<file path="src/design/psm_pkg.sv">
// psm_pkg: constants, register map and carrier types for the program
// space data access mapper. assumes a 32-bit AXI4-Lite register bus.
package psm_pkg;
  localparam int PW = 24;
  localparam int DW = 16;
  // register byte addresses on the bus
  localparam logic [7:0] OFF_TBLPAGE  = 8'h00;
  localparam logic [7:0] OFF_VISPAGE  = 8'h04;
  localparam logic [7:0] OFF_CORECTL  = 8'h08;
  localparam logic [7:0] OFF_STATUS   = 8'h0C;
  // field positions
  localparam int CFG_SPACE_BIT = 7;
  localparam int WIN_EN_BIT    = 2;
  // reset values
  localparam logic [7:0] RST_TBLPAGE = 8'h00;
  localparam logic [7:0] RST_VISPAGE = 8'h00;
  localparam logic [7:0] RST_CORECTL = 8'h00;
  localparam logic [1:0] AXI_OKAY   = 2'b00;
  localparam logic [1:0] AXI_SLVERR = 2'b10;
  localparam logic [PW-1:0] PC_STEP = 24'h000002;

  typedef enum logic [2:0] {
    OP_NONE  = 3'h0,
    OP_RDLO  = 3'h1,
    OP_RDHI  = 3'h2,
    OP_WRLO  = 3'h3,
    OP_WRHI  = 3'h4,
    OP_DATA  = 3'h5
  } psm_op_t;

  typedef struct packed {
    psm_op_t         op;
    logic            byteMode;
    logic [DW-1:0]   effAddr;
    logic [DW-1:0]   wrData;
  } psm_req_t;

  typedef struct packed {
    logic            valid;
    logic            cfgSpace;
    logic            wr;
    logic [PW-1:0]   addr;
    logic [PW-1:0]   wrData;
    logic [2:0]      laneEn;
  } psm_mem_t;

  typedef enum logic [1:0] {
    ST_IDLE = 2'b00,
    ST_MEM  = 2'b01,
    ST_EXTRA = 2'b11
  } psm_state_t;
endpackage

</file>
<file path="src/design/psm_mapper.sv">
// psm_mapper: turns cpu data-space requests into program memory accesses.
// assumes program memory shows read data while memReq stands.
// Summary of operation
// - 24-bit program words reached from 16-bit data
// - table address is page above effective address
// - page top bit selects configuration memory
// - window address: page above low 15 bits
// - window used when address msb and enable
// - address bit 15 comes from page bit 0
// - fetch address: zero, pc bits, zero
// - program counter steps by two per word
// - low read word returns bits 15..0
// - low read byte picks byte by select
// - high read word gives phantom zero byte
// - high read byte: upper byte or zero
// - low/high writes of byte or word
// - upper data half maps to any user memory page
// - window read returns low 16 bits only
// - window read costs one extra cycle
// - window suspended during table operations
`timescale 1ns/1ps
`default_nettype none
module psm_mapper
  import psm_pkg::*;
(
  input  wire logic              clk,
  input  wire logic              rst,
  // axi4-lite slave
  input  wire logic [7:0]        s_awaddr,
  input  wire logic              s_awvalid,
  output logic                   s_awready,
  input  wire logic [31:0]       s_wdata,
  input  wire logic [3:0]        s_wstrb,
  input  wire logic              s_wvalid,
  output logic                   s_wready,
  output logic [1:0]             s_bresp,
  output logic                   s_bvalid,
  input  wire logic              s_bready,
  input  wire logic [7:0]        s_araddr,
  input  wire logic              s_arvalid,
  output logic                   s_arready,
  output logic [31:0]            s_rdata,
  output logic [1:0]             s_rresp,
  output logic                   s_rvalid,
  input  wire logic              s_rready,
  // cpu side
  input  wire psm_pkg::psm_req_t cpuReq,
  input  wire logic              pcLoad,
  input  wire logic [PW-1:0]     pcLoadVal,
  input  wire logic              pcAdvance,
  output logic [PW-1:0]          fetchAddr,
  output logic [DW-1:0]          cpuRdData,
  output logic                   cpuRdValid,
  output logic                   cpuStall,
  output logic                   dataMemSel,
  output logic [DW-1:0]          dataMemAddr,
  // program memory side
  output psm_pkg::psm_mem_t      memReq,
  input  wire logic [PW-1:0]     memRdData
);
  import psm_pkg::*;

  // ---------------- register file over axi4-lite ----------------
  logic [7:0]  tblPage_ff, nxt_tblPage;
  logic [7:0]  visPage_ff, nxt_visPage;
  logic [7:0]  coreCtl_ff, nxt_coreCtl;
  logic [7:0]  awAddr_ff, nxt_awAddr;
  logic        awHave_ff, nxt_awHave;
  logic [31:0] wData_ff, nxt_wData;
  logic [3:0]  wStrb_ff, nxt_wStrb;
  logic        wHave_ff, nxt_wHave;
  logic        bValid_ff, nxt_bValid;
  logic [1:0]  bResp_ff, nxt_bResp;
  logic        rValid_ff, nxt_rValid;
  logic [31:0] rData_ff, nxt_rData;
  logic [1:0]  rResp_ff, nxt_rResp;
  logic        busy_ff;
  logic        awRdy_ff, wRdy_ff, arRdy_ff;

  always_comb begin
    nxt_tblPage = tblPage_ff;
    nxt_visPage = visPage_ff;
    nxt_coreCtl = coreCtl_ff;
    nxt_awAddr  = awAddr_ff;
    nxt_awHave  = awHave_ff;
    nxt_wData   = wData_ff;
    nxt_wStrb   = wStrb_ff;
    nxt_wHave   = wHave_ff;
    nxt_bValid  = bValid_ff;
    nxt_bResp   = bResp_ff;
    nxt_rValid  = rValid_ff;
    nxt_rData   = rData_ff;
    nxt_rResp   = rResp_ff;
    if (s_awvalid && !awHave_ff) begin
      nxt_awAddr = s_awaddr;
      nxt_awHave = 1'b1;
    end
    if (s_wvalid && !wHave_ff) begin
      nxt_wData  = s_wdata;
      nxt_wStrb  = s_wstrb;
      nxt_wHave  = 1'b1;
    end
    if (awHave_ff && wHave_ff && !bValid_ff) begin
      nxt_awHave = 1'b0;
      nxt_wHave  = 1'b0;
      nxt_bValid = 1'b1;
      nxt_bResp  = AXI_OKAY;
      case (awAddr_ff)
        OFF_TBLPAGE: if (wStrb_ff[0]) nxt_tblPage = wData_ff[7:0];
        OFF_VISPAGE: if (wStrb_ff[0]) nxt_visPage = wData_ff[7:0];
        OFF_CORECTL: if (wStrb_ff[0]) nxt_coreCtl = wData_ff[7:0];
        OFF_STATUS:  nxt_bResp = AXI_OKAY;
        default:     nxt_bResp = AXI_SLVERR;
      endcase
    end
    if (bValid_ff && s_bready) begin
      nxt_bValid = 1'b0;
    end
    if (rValid_ff && s_rready) begin
      nxt_rValid = 1'b0;
    end else if (s_arvalid && !rValid_ff) begin
      nxt_rValid = 1'b1;
      nxt_rResp  = AXI_OKAY;
      case (s_araddr)
        OFF_TBLPAGE: nxt_rData = {24'h000000, tblPage_ff};
        OFF_VISPAGE: nxt_rData = {24'h000000, visPage_ff};
        OFF_CORECTL: nxt_rData = {24'h000000, coreCtl_ff};
        OFF_STATUS:  nxt_rData = {31'h00000000, busy_ff};
        default: begin
          nxt_rData = 32'h00000000;
          nxt_rResp = AXI_SLVERR;
        end
      endcase
    end
  end

  always_ff @(posedge clk) begin
    if (rst) begin
      tblPage_ff <= RST_TBLPAGE;
      visPage_ff <= RST_VISPAGE;
      coreCtl_ff <= RST_CORECTL;
      awAddr_ff  <= 8'h00;
      awHave_ff  <= 1'b0;
      wData_ff   <= 32'h00000000;
      wStrb_ff   <= 4'h0;
      wHave_ff   <= 1'b0;
      bValid_ff  <= 1'b0;
      bResp_ff   <= AXI_OKAY;
      rValid_ff  <= 1'b0;
      rData_ff   <= 32'h00000000;
      rResp_ff   <= AXI_OKAY;
      awRdy_ff   <= 1'b1;
      wRdy_ff    <= 1'b1;
      arRdy_ff   <= 1'b1;
    end else begin
      tblPage_ff <= nxt_tblPage;
      visPage_ff <= nxt_visPage;
      coreCtl_ff <= nxt_coreCtl;
      awAddr_ff  <= nxt_awAddr;
      awHave_ff  <= nxt_awHave;
      wData_ff   <= nxt_wData;
      wStrb_ff   <= nxt_wStrb;
      wHave_ff   <= nxt_wHave;
      bValid_ff  <= nxt_bValid;
      bResp_ff   <= nxt_bResp;
      rValid_ff  <= nxt_rValid;
      rData_ff   <= nxt_rData;
      rResp_ff   <= nxt_rResp;
      // readies registered so every port comes from a flop
      awRdy_ff   <= !nxt_awHave;
      wRdy_ff    <= !nxt_wHave;
      arRdy_ff   <= !nxt_rValid;
    end
  end

  assign s_awready = awRdy_ff;
  assign s_wready  = wRdy_ff;
  assign s_bvalid  = bValid_ff;
  assign s_bresp   = bResp_ff;
  assign s_arready = arRdy_ff;
  assign s_rvalid  = rValid_ff;
  assign s_rdata   = rData_ff;
  assign s_rresp   = rResp_ff;

  // ---------------- program counter ----------------
  logic [PW-1:0] pc_ff, nxt_pc;
  always_comb begin
    nxt_pc = pc_ff;
    if (pcLoad) begin
      nxt_pc = pcLoadVal;
    end else if (pcAdvance) begin
      nxt_pc = pc_ff + PC_STEP;
    end
  end

  // ---------------- access sequencer ----------------
  psm_state_t    state_ff, nxt_state;
  psm_op_t       op_ff, nxt_op;
  logic          byteSel_ff, nxt_byteSel;
  logic          byteMode_ff, nxt_byteMode;
  logic          win;
  logic          tableOp;
  psm_mem_t      nxt_mem, mem_ff;
  logic [DW-1:0] nxt_rd, rd_ff;
  logic          nxt_rdV, rdV_ff;
  logic          nxt_dSel, dSel_ff;
  logic [DW-1:0] nxt_dAddr, dAddr_ff;
  logic [7:0]    lo8, hi8;
  logic          stall_ff;

  assign tableOp = cpuReq.op inside {OP_RDLO, OP_RDHI, OP_WRLO, OP_WRHI};
  // table traffic owns the memory port, so the window waits
  assign win = (cpuReq.op == OP_DATA) && cpuReq.effAddr[DW-1]
               && coreCtl_ff[WIN_EN_BIT] && !busy_ff;
  assign lo8 = byteSel_ff ? memRdData[15:8] : memRdData[7:0];
  assign hi8 = memRdData[23:16];

  always_comb begin
    nxt_state    = state_ff;
    nxt_op       = op_ff;
    nxt_byteSel  = byteSel_ff;
    nxt_byteMode = byteMode_ff;
    nxt_mem      = '0;
    nxt_rd       = rd_ff;
    nxt_rdV      = 1'b0;
    nxt_dSel     = 1'b0;
    nxt_dAddr    = dAddr_ff;
    case (state_ff)
      ST_IDLE: begin
        if (tableOp) begin
          nxt_mem.valid    = 1'b1;
          nxt_mem.addr     = {tblPage_ff, cpuReq.effAddr};
          nxt_mem.cfgSpace = tblPage_ff[CFG_SPACE_BIT];
          nxt_mem.wr       = cpuReq.op inside {OP_WRLO, OP_WRHI};
          if (cpuReq.op == OP_WRLO) begin
            // a byte write takes its byte from the source low byte
            nxt_mem.wrData = cpuReq.byteMode
                           ? {8'h00, cpuReq.wrData[7:0], cpuReq.wrData[7:0]}
                           : {8'h00, cpuReq.wrData};
            nxt_mem.laneEn = cpuReq.byteMode
                           ? (cpuReq.effAddr[0] ? 3'b010 : 3'b001)
                           : 3'b011;
          end else if (cpuReq.op == OP_WRHI) begin
            nxt_mem.wrData = {cpuReq.wrData[7:0], 16'h0000};
            // phantom byte cannot be written
            nxt_mem.laneEn = (cpuReq.byteMode && cpuReq.effAddr[0])
                           ? 3'b000 : 3'b100;
          end
          nxt_op       = cpuReq.op;
          nxt_byteSel  = cpuReq.effAddr[0];
          nxt_byteMode = cpuReq.byteMode;
          nxt_state    = ST_MEM;
        end else if (win) begin
          nxt_mem.valid = 1'b1;
          // bit 23 forced low: user memory only
          nxt_mem.addr  = {1'b0, visPage_ff,
                           cpuReq.effAddr[14:0]};
          nxt_op        = OP_DATA;
          nxt_state     = ST_MEM;
        end else if (cpuReq.op == OP_DATA) begin
          nxt_dSel  = 1'b1;
          nxt_dAddr = cpuReq.effAddr;
        end
      end
      ST_MEM: begin
        nxt_rdV = !(op_ff inside {OP_WRLO, OP_WRHI});
        case (op_ff)
          OP_RDLO: nxt_rd = byteMode_ff ? {8'h00, lo8}
                                        : memRdData[15:0];
          OP_RDHI: nxt_rd = (byteMode_ff && byteSel_ff) ? 16'h0000
                                        : {8'h00, hi8};
          OP_DATA: nxt_rd = memRdData[15:0];
          default: nxt_rd = rd_ff;
        endcase
        // window read holds the core one more cycle
        nxt_state = (op_ff == OP_DATA) ? ST_EXTRA : ST_IDLE;
        if (op_ff == OP_DATA) begin
          nxt_rdV = 1'b0;
        end
      end
      ST_EXTRA: begin
        nxt_rdV   = 1'b1;
        nxt_state = ST_IDLE;
      end
      default: nxt_state = ST_IDLE;
    endcase
  end

  always_ff @(posedge clk) begin
    if (rst) begin
      pc_ff       <= '0;
      state_ff    <= ST_IDLE;
      op_ff       <= OP_NONE;
      byteSel_ff  <= 1'b0;
      byteMode_ff <= 1'b0;
      mem_ff      <= '0;
      rd_ff       <= '0;
      rdV_ff      <= 1'b0;
      dSel_ff     <= 1'b0;
      dAddr_ff    <= '0;
      busy_ff     <= 1'b0;
      stall_ff    <= 1'b0;
    end else begin
      pc_ff       <= nxt_pc;
      state_ff    <= nxt_state;
      op_ff       <= nxt_op;
      byteSel_ff  <= nxt_byteSel;
      byteMode_ff <= nxt_byteMode;
      mem_ff      <= nxt_mem;
      rd_ff       <= nxt_rd;
      rdV_ff      <= nxt_rdV;
      dSel_ff     <= nxt_dSel;
      dAddr_ff    <= nxt_dAddr;
      busy_ff     <= (nxt_state != ST_IDLE)
                     && (nxt_op inside {OP_RDLO, OP_RDHI, OP_WRLO, OP_WRHI});
      stall_ff    <= (nxt_state != ST_IDLE);
    end
  end

  assign fetchAddr   = {1'b0, pc_ff[22:1], 1'b0};
  assign memReq      = mem_ff;
  assign cpuRdData   = rd_ff;
  assign cpuRdValid  = rdV_ff;
  assign cpuStall    = stall_ff;
  assign dataMemSel  = dSel_ff;
  assign dataMemAddr = dAddr_ff;
endmodule // psm_mapper
`default_nettype wire

</file>
<file path="config.mk">
export PLATFORM = sky130hd
export DESIGN_NAME = psm_mapper
export DESIGN_NICKNAME = d
export VERILOG_FILES = /design/src/design/psm_pkg.sv /design/src/design/psm_mapper.sv
export SDC_FILE = /design/constraint.sdc
export NUM_CORES = 1
export LEC_CHECK = 0
export ABC_AREA = 0
export ABC_CLOCK_PERIOD_IN_PS = 1600
export BUFFER_PORTS_ARGS = -buffer_cell sky130_fd_sc_hd__buf_2
export CAP_MARGIN = 0
export CORE_MARGIN = 3
export CORE_UTILIZATION = 43
export CTS_CLUSTER_DIAMETER = 60
export CTS_CLUSTER_SIZE = 16
export DETAILED_ROUTE_END_ITERATION = 10
export GPL_ROUTABILITY_DRIVEN = 0
export PLACE_DENSITY = 0.76
export SLEW_MARGIN = 20
export SYNTH_ARGS = -nofsm -noshare
export SYNTH_HDL_FRONTEND = slang
export SYNTH_SLANG_ARGS = --single-unit
</file>
<file path="constraint.sdc">
create_clock -name clk -period 1.6 [get_ports clk]
set_input_delay 0.16 -clock clk [delete_from_list [all_inputs] [get_ports clk]]
set_output_delay 0.16 -clock clk [all_outputs]
set_load 0.01 [all_outputs]
</file>
-- Word level (Yosys, flattened, before mapping)
Index checks and enable logic that the tools add are counted.
- add/sub/neg operators: 1
- equal/unequal tests: 22
- muxes and demuxes: 35
- bitwise logic cells: 4
- reduce and logical (&&, ||, !) cells: 45
- operator list (cell ; number):
    $mux 24 ; 3
    $mux 27 ; 2
    $pmux 16 s3 ; 1
    $eq 8x4->1 const B ; 4
    $mux 16 ; 2
    $pmux 8 s4 ; 1
    $add 24x2->24 const B ; 1
    $mux 23 ; 1
    $eq 3x2->1 const B ; 6
    $eq 8x3->1 const B ; 2
    $logic_not 8->1 ; 2
    $mux 8 ; 2
    $eq 3x3->1 const B ; 5
    $mux 2 ; 7
    $logic_and 1x1->1 ; 13
    $mux 3 ; 4
    $reduce_or 4->1 ; 3
    $mux 1 ; 10
    $eq 3x1->1 const B ; 3
    $logic_not 1->1 ; 9
    $reduce_and 3->1 ; 3
    $reduce_bool 2->1 ; 4
    $reduce_bool 4->1 ; 2
    $reduce_and 2->1 ; 3
    10 further kinds ; 14
- register bits: 205
- logic and storage cells: 140

-- Longest topological paths before layout
- depth in word-level cells: 10
- mapped depth: 7
- mapped depth without buffers: 6

-- Worst setup path before layout
OpenSTA, ideal clock, no wires.
- path kind: reg2reg
- start point: reg state_ff[0]
- end point: reg dAddr_ff[10], in the netlist dataMemAddr[10]
- setup time: 0.128 ns
- arrival time: 1.495 ns
- setup slack: -0.023 ns
- stages on the path, launching flop included: 7
- path buffers: 2
- cells stage by stage: dfxtp_1 or2_1 buf_6 nor3_4 buf_8 mux2i_1 nor2_1
- cells in the longest elaborated chain, start to end: 2
- RTL lines (what ; line ; text):
    start: declaration ; psm_mapper.sv:197 ; psm_state_t state_ff, nxt_state;
    start signal: assignment ; psm_mapper.sv:305 ; state_ff <= nxt_state;
    $logic_not 2->1 ; psm_mapper.sv:228 ; case (state_ff)
    $reduce_and 4->1 (no source line) ; n/a ;
    end signal: assignment ; psm_mapper.sv:313 ; dAddr_ff <= nxt_dAddr;
    end: declaration ; psm_mapper.sv:207 ; logic [DW-1:0] nxt_dAddr, dAddr_ff;
No other way between the ends.
A chain may end at the register's enable or synchronous reset.

-- Worst setup path in the final report
- start point: reg awAddr_ff[4]
- end point: reg visPage_ff[5]
- cells in the longest elaborated chain, start to end: 2
- RTL lines (what ; line ; text):
    start: declaration ; psm_mapper.sv:67 ; logic [7:0] awAddr_ff, nxt_awAddr;
    start signal: assignment ; psm_mapper.sv:159 ; awAddr_ff <= nxt_awAddr;
    $eq 8x3->1 ; psm_mapper.sv:108 ; case (awAddr_ff)
    $reduce_and 3->1 (no source line) ; n/a ;
    end signal: assignment ; psm_mapper.sv:157 ; visPage_ff <= nxt_visPage;
    end: declaration ; psm_mapper.sv:65 ; logic [7:0] visPage_ff, nxt_visPage;
No other way between the ends.

==> reports/results.tsv <==
metric	value	unit
status	finished with violations	
violations	negative setup slack	
power	10.1	mW
cts_max_path_buffers	2	
fin_skew	0.0137	ns
slew_violations	0	
cap_violations	0	
use_met3	4.77	%
fp.dieW	135	µm
drive_gt1_share	33.7	%
synth_cell_types	59	
drt-initial-drc-count	328	
vias	6502	
ant_nets	0	
post-route-period-util	107	%
end_kind	register	
grt_pass1_wl	32.0	mm
via_per_inst	4.89	
grt_pass1_vias	6260	
synth_enable_flop_cells	0	
clock-sinks	176	
cts_max_level	4	
initial_core_util	44.4	%
final_common_cell	buf_2	
cp_num_buf_inv	2	
max_stage_delay	0.33	ns
critical-path-top-delay-family	simple AND/OR/NAND/NOR gates	
io_pins	299	
remaining_drc_errors	0	
cts_tree	yes	
grtUsageMet2	37.2	%
syn_avg_cell_area	9.29	µm²
worstPathCellList	nor4_4, nand4_1, buf_6, nor3b_4, buf_6, mux2i_1, nor2_1	
ys_seq_area_share	49.5	%
n_fill_cell	1322	
synth.top_cells.by_area	dfxtp_1 (49%), mux2i_1 (8.3%), nor2_1 (6.5%)	
whs	0.0194	ns
clk_pin_slew	0.07	ns
cp_max_fo	8	
seq_area	3530	µm²
routedWlPerCell	15.2	µm
layout_setup_ws	-0.118	ns
clockRootBuffer	clkbuf_16	
hp-class	input port to register	
wl	20.2	mm
synth_flop_cell	dfxtp_1	
syn2layout_area_growth	42.0	%
setup_viol	22	
core_area	16100	µm²
grt_antenna_before_repair	0	
netlist_area	7120	µm²
ir_worst_vdd	0.000711	V
ys_ff_latch	176	
synth_top_cell_by_area	dfxtp_1	
fp.dieArea	18100	µm²
crit_arrival	2.00	ns
antenna_cells	0	
fp-row-count	46	
cp.required	1.88	ns
final_cell_mix	buf_2 (240), dfxtp_1 (171), nor2_1 (123)	
cts_buffers	17	
relSlewSlack	52.0	%
startpoint_type	register	
tightest_slew	0.720	ns
synthArstFlopShare	0	%
synthCells	767	
grt-ovfl-total	0	
top_usage_layer	met2	
fp.dieH	135	µm
clock_latency	0.42	ns
use_met1	27.2	%
yosysTopAreaCellShare	49.5	%
layout_min_cycle_time	1.72	ns
p_leak	4.51	nW
nets	1246	
place.port_buffers	241	
r2r_setup_slack	-0.12	ns
crit_type	register to register	
cpMostUsedCell	buf_6	
yosysWarnings	0	
hpwl	13.8	mm
timing.fmax	582	MHz
firstDrtPassIters	5	
multiInputGateArea	3370	µm²
grt_max_degree	68	
rsz0062_at_grt	true	
p_per_area	995	nW/µm²
grt.total_usage	21.8	%
hold_violations	0	
cpMaxStageDelayCell	dfxtp_2	
-- synthesized netlist by cell type (2+ instances only) --
cell / number
xor2_1: 5
nand4_1: 4
o21ai_0: 19
a21o_1: 3
or3_1: 5
nor3_2: 5
nand3_1: 10
buf_1: 9
a211oi_1: 14
nor3_1: 7
dfxtp_1: 176
xnor2_1: 15
inv_1: 12
nor2_1: 123
and4_1: 5
nand2b_1: 4
buf_2: 5
nand3b_1: 3
nor2b_1: 7
and3_1: 2
nor4_4: 2
and2_1: 31
clkbuf_1: 23
nor3b_1: 5
a21oi_1: 43
mux2i_1: 59
a21oi_2: 2
a22oi_1: 25
o22ai_1: 3
nand2_1: 64
o221ai_1: 8
nor4_2: 3
nor4_1: 2
a311oi_1: 3
o31a_1: 3
nor2_2: 3
buf_4: 33
-- final timing paths --
kind / startpoint / end / cells past startpoint
max reg2reg: awAddr_ff[4] / visPage_ff[5] / 7
min reg2reg: tblPage_ff[7] / memReq[50] / 2
min: cpuReq[14] / memReq[17] / 3
max: awAddr_ff[4] / visPage_ff[5] / 7
-- cells by family after synthesis --
| kind of cell | after synthesis | synth area share, % |
|---|---|---|
| XOR/XNOR | 20 | 2.46 |
| AND/OR/NAND/NOR | 292 | 20.4 |
| AO/OA/AOI/OAI | 132 | 12.2 |
| adder cells (fa/ha/maj) | 1 | 0.176 |
| multiplexers | 61 | 8.77 |
| flip-flops | 176 | 49.5 |
| other | 1 | 0.0526 |
| buffers and inverters | 84 | 6.52 |
-- per-stage QoR --
step                      cells  setup TNS, ns  cell area [µm²]  util [%]  setup slack (ns)
after CTS                  1326          -1.36             9950      62.0            -0.116
after global routing       1329          -4.97            10100      63.0            -0.233
final                      1329          -1.36            10100      63.0            -0.118
after global placement     1231          -1.72             8700      54.2           -0.0816
after detailed placement   1231          -4.01             8700      54.2            -0.229
after floorplan             794              0             7220         -            0.0380
-- sequential cells by signal, indices dropped and copies added, names as in the netlist, 2 cells and up --
register,cells
pc_ff,22
visPage_ff,8
memReq,53
state_ff,2
s_rdata,8
coreCtl_ff,8
wData_ff,8
tblPage_ff,8
op_ff,3
cpuRdData,16
awAddr_ff,8
dataMemAddr,16
-- layer usage --
metal	vias up	share of wire, %
met5	-	0
met4	0	2.1
met3	32	5.7
met2	209	50
met1	3018	42
li1	3243	-
-- power by group --
part	internal, mW	switching (mW)	leakage [nW]
Sequential	4.55	0.113	1.44
Clock	2.36	1.75	0.280
Combinational	0.621	0.667	2.80
Total	7.54	2.53	4.51
-- tightest hold or removal path: cells and delay by family --
family | cells | cell delay [ns]
simple gates | 1 | 0.09
mux | 1 | 0.06
buf+inv | 1 | 0.09
-- area by class of cell --
type,count,share of cell area (%)
inverter,12,0.445
tap,216,2.67
clock inverter,11,1.30
multi-input combinational,534,33.3
sequential,176,34.9
clock buffer,21,4.45
timing repair buffer,359,22.9
-- timing repair --
action / in CTS / in global routing
endpoints found under the hold margin: 84 / 0
hold buffers: 62 / 0
endpoints found under the setup margin: 28 / 78
pin swaps: 8 / 9
resized for setup: 11 / 34
setup buffers: 1 / 2
cloned: 0 / 1
No activity file was read; power rests on OpenSTA's default activity.
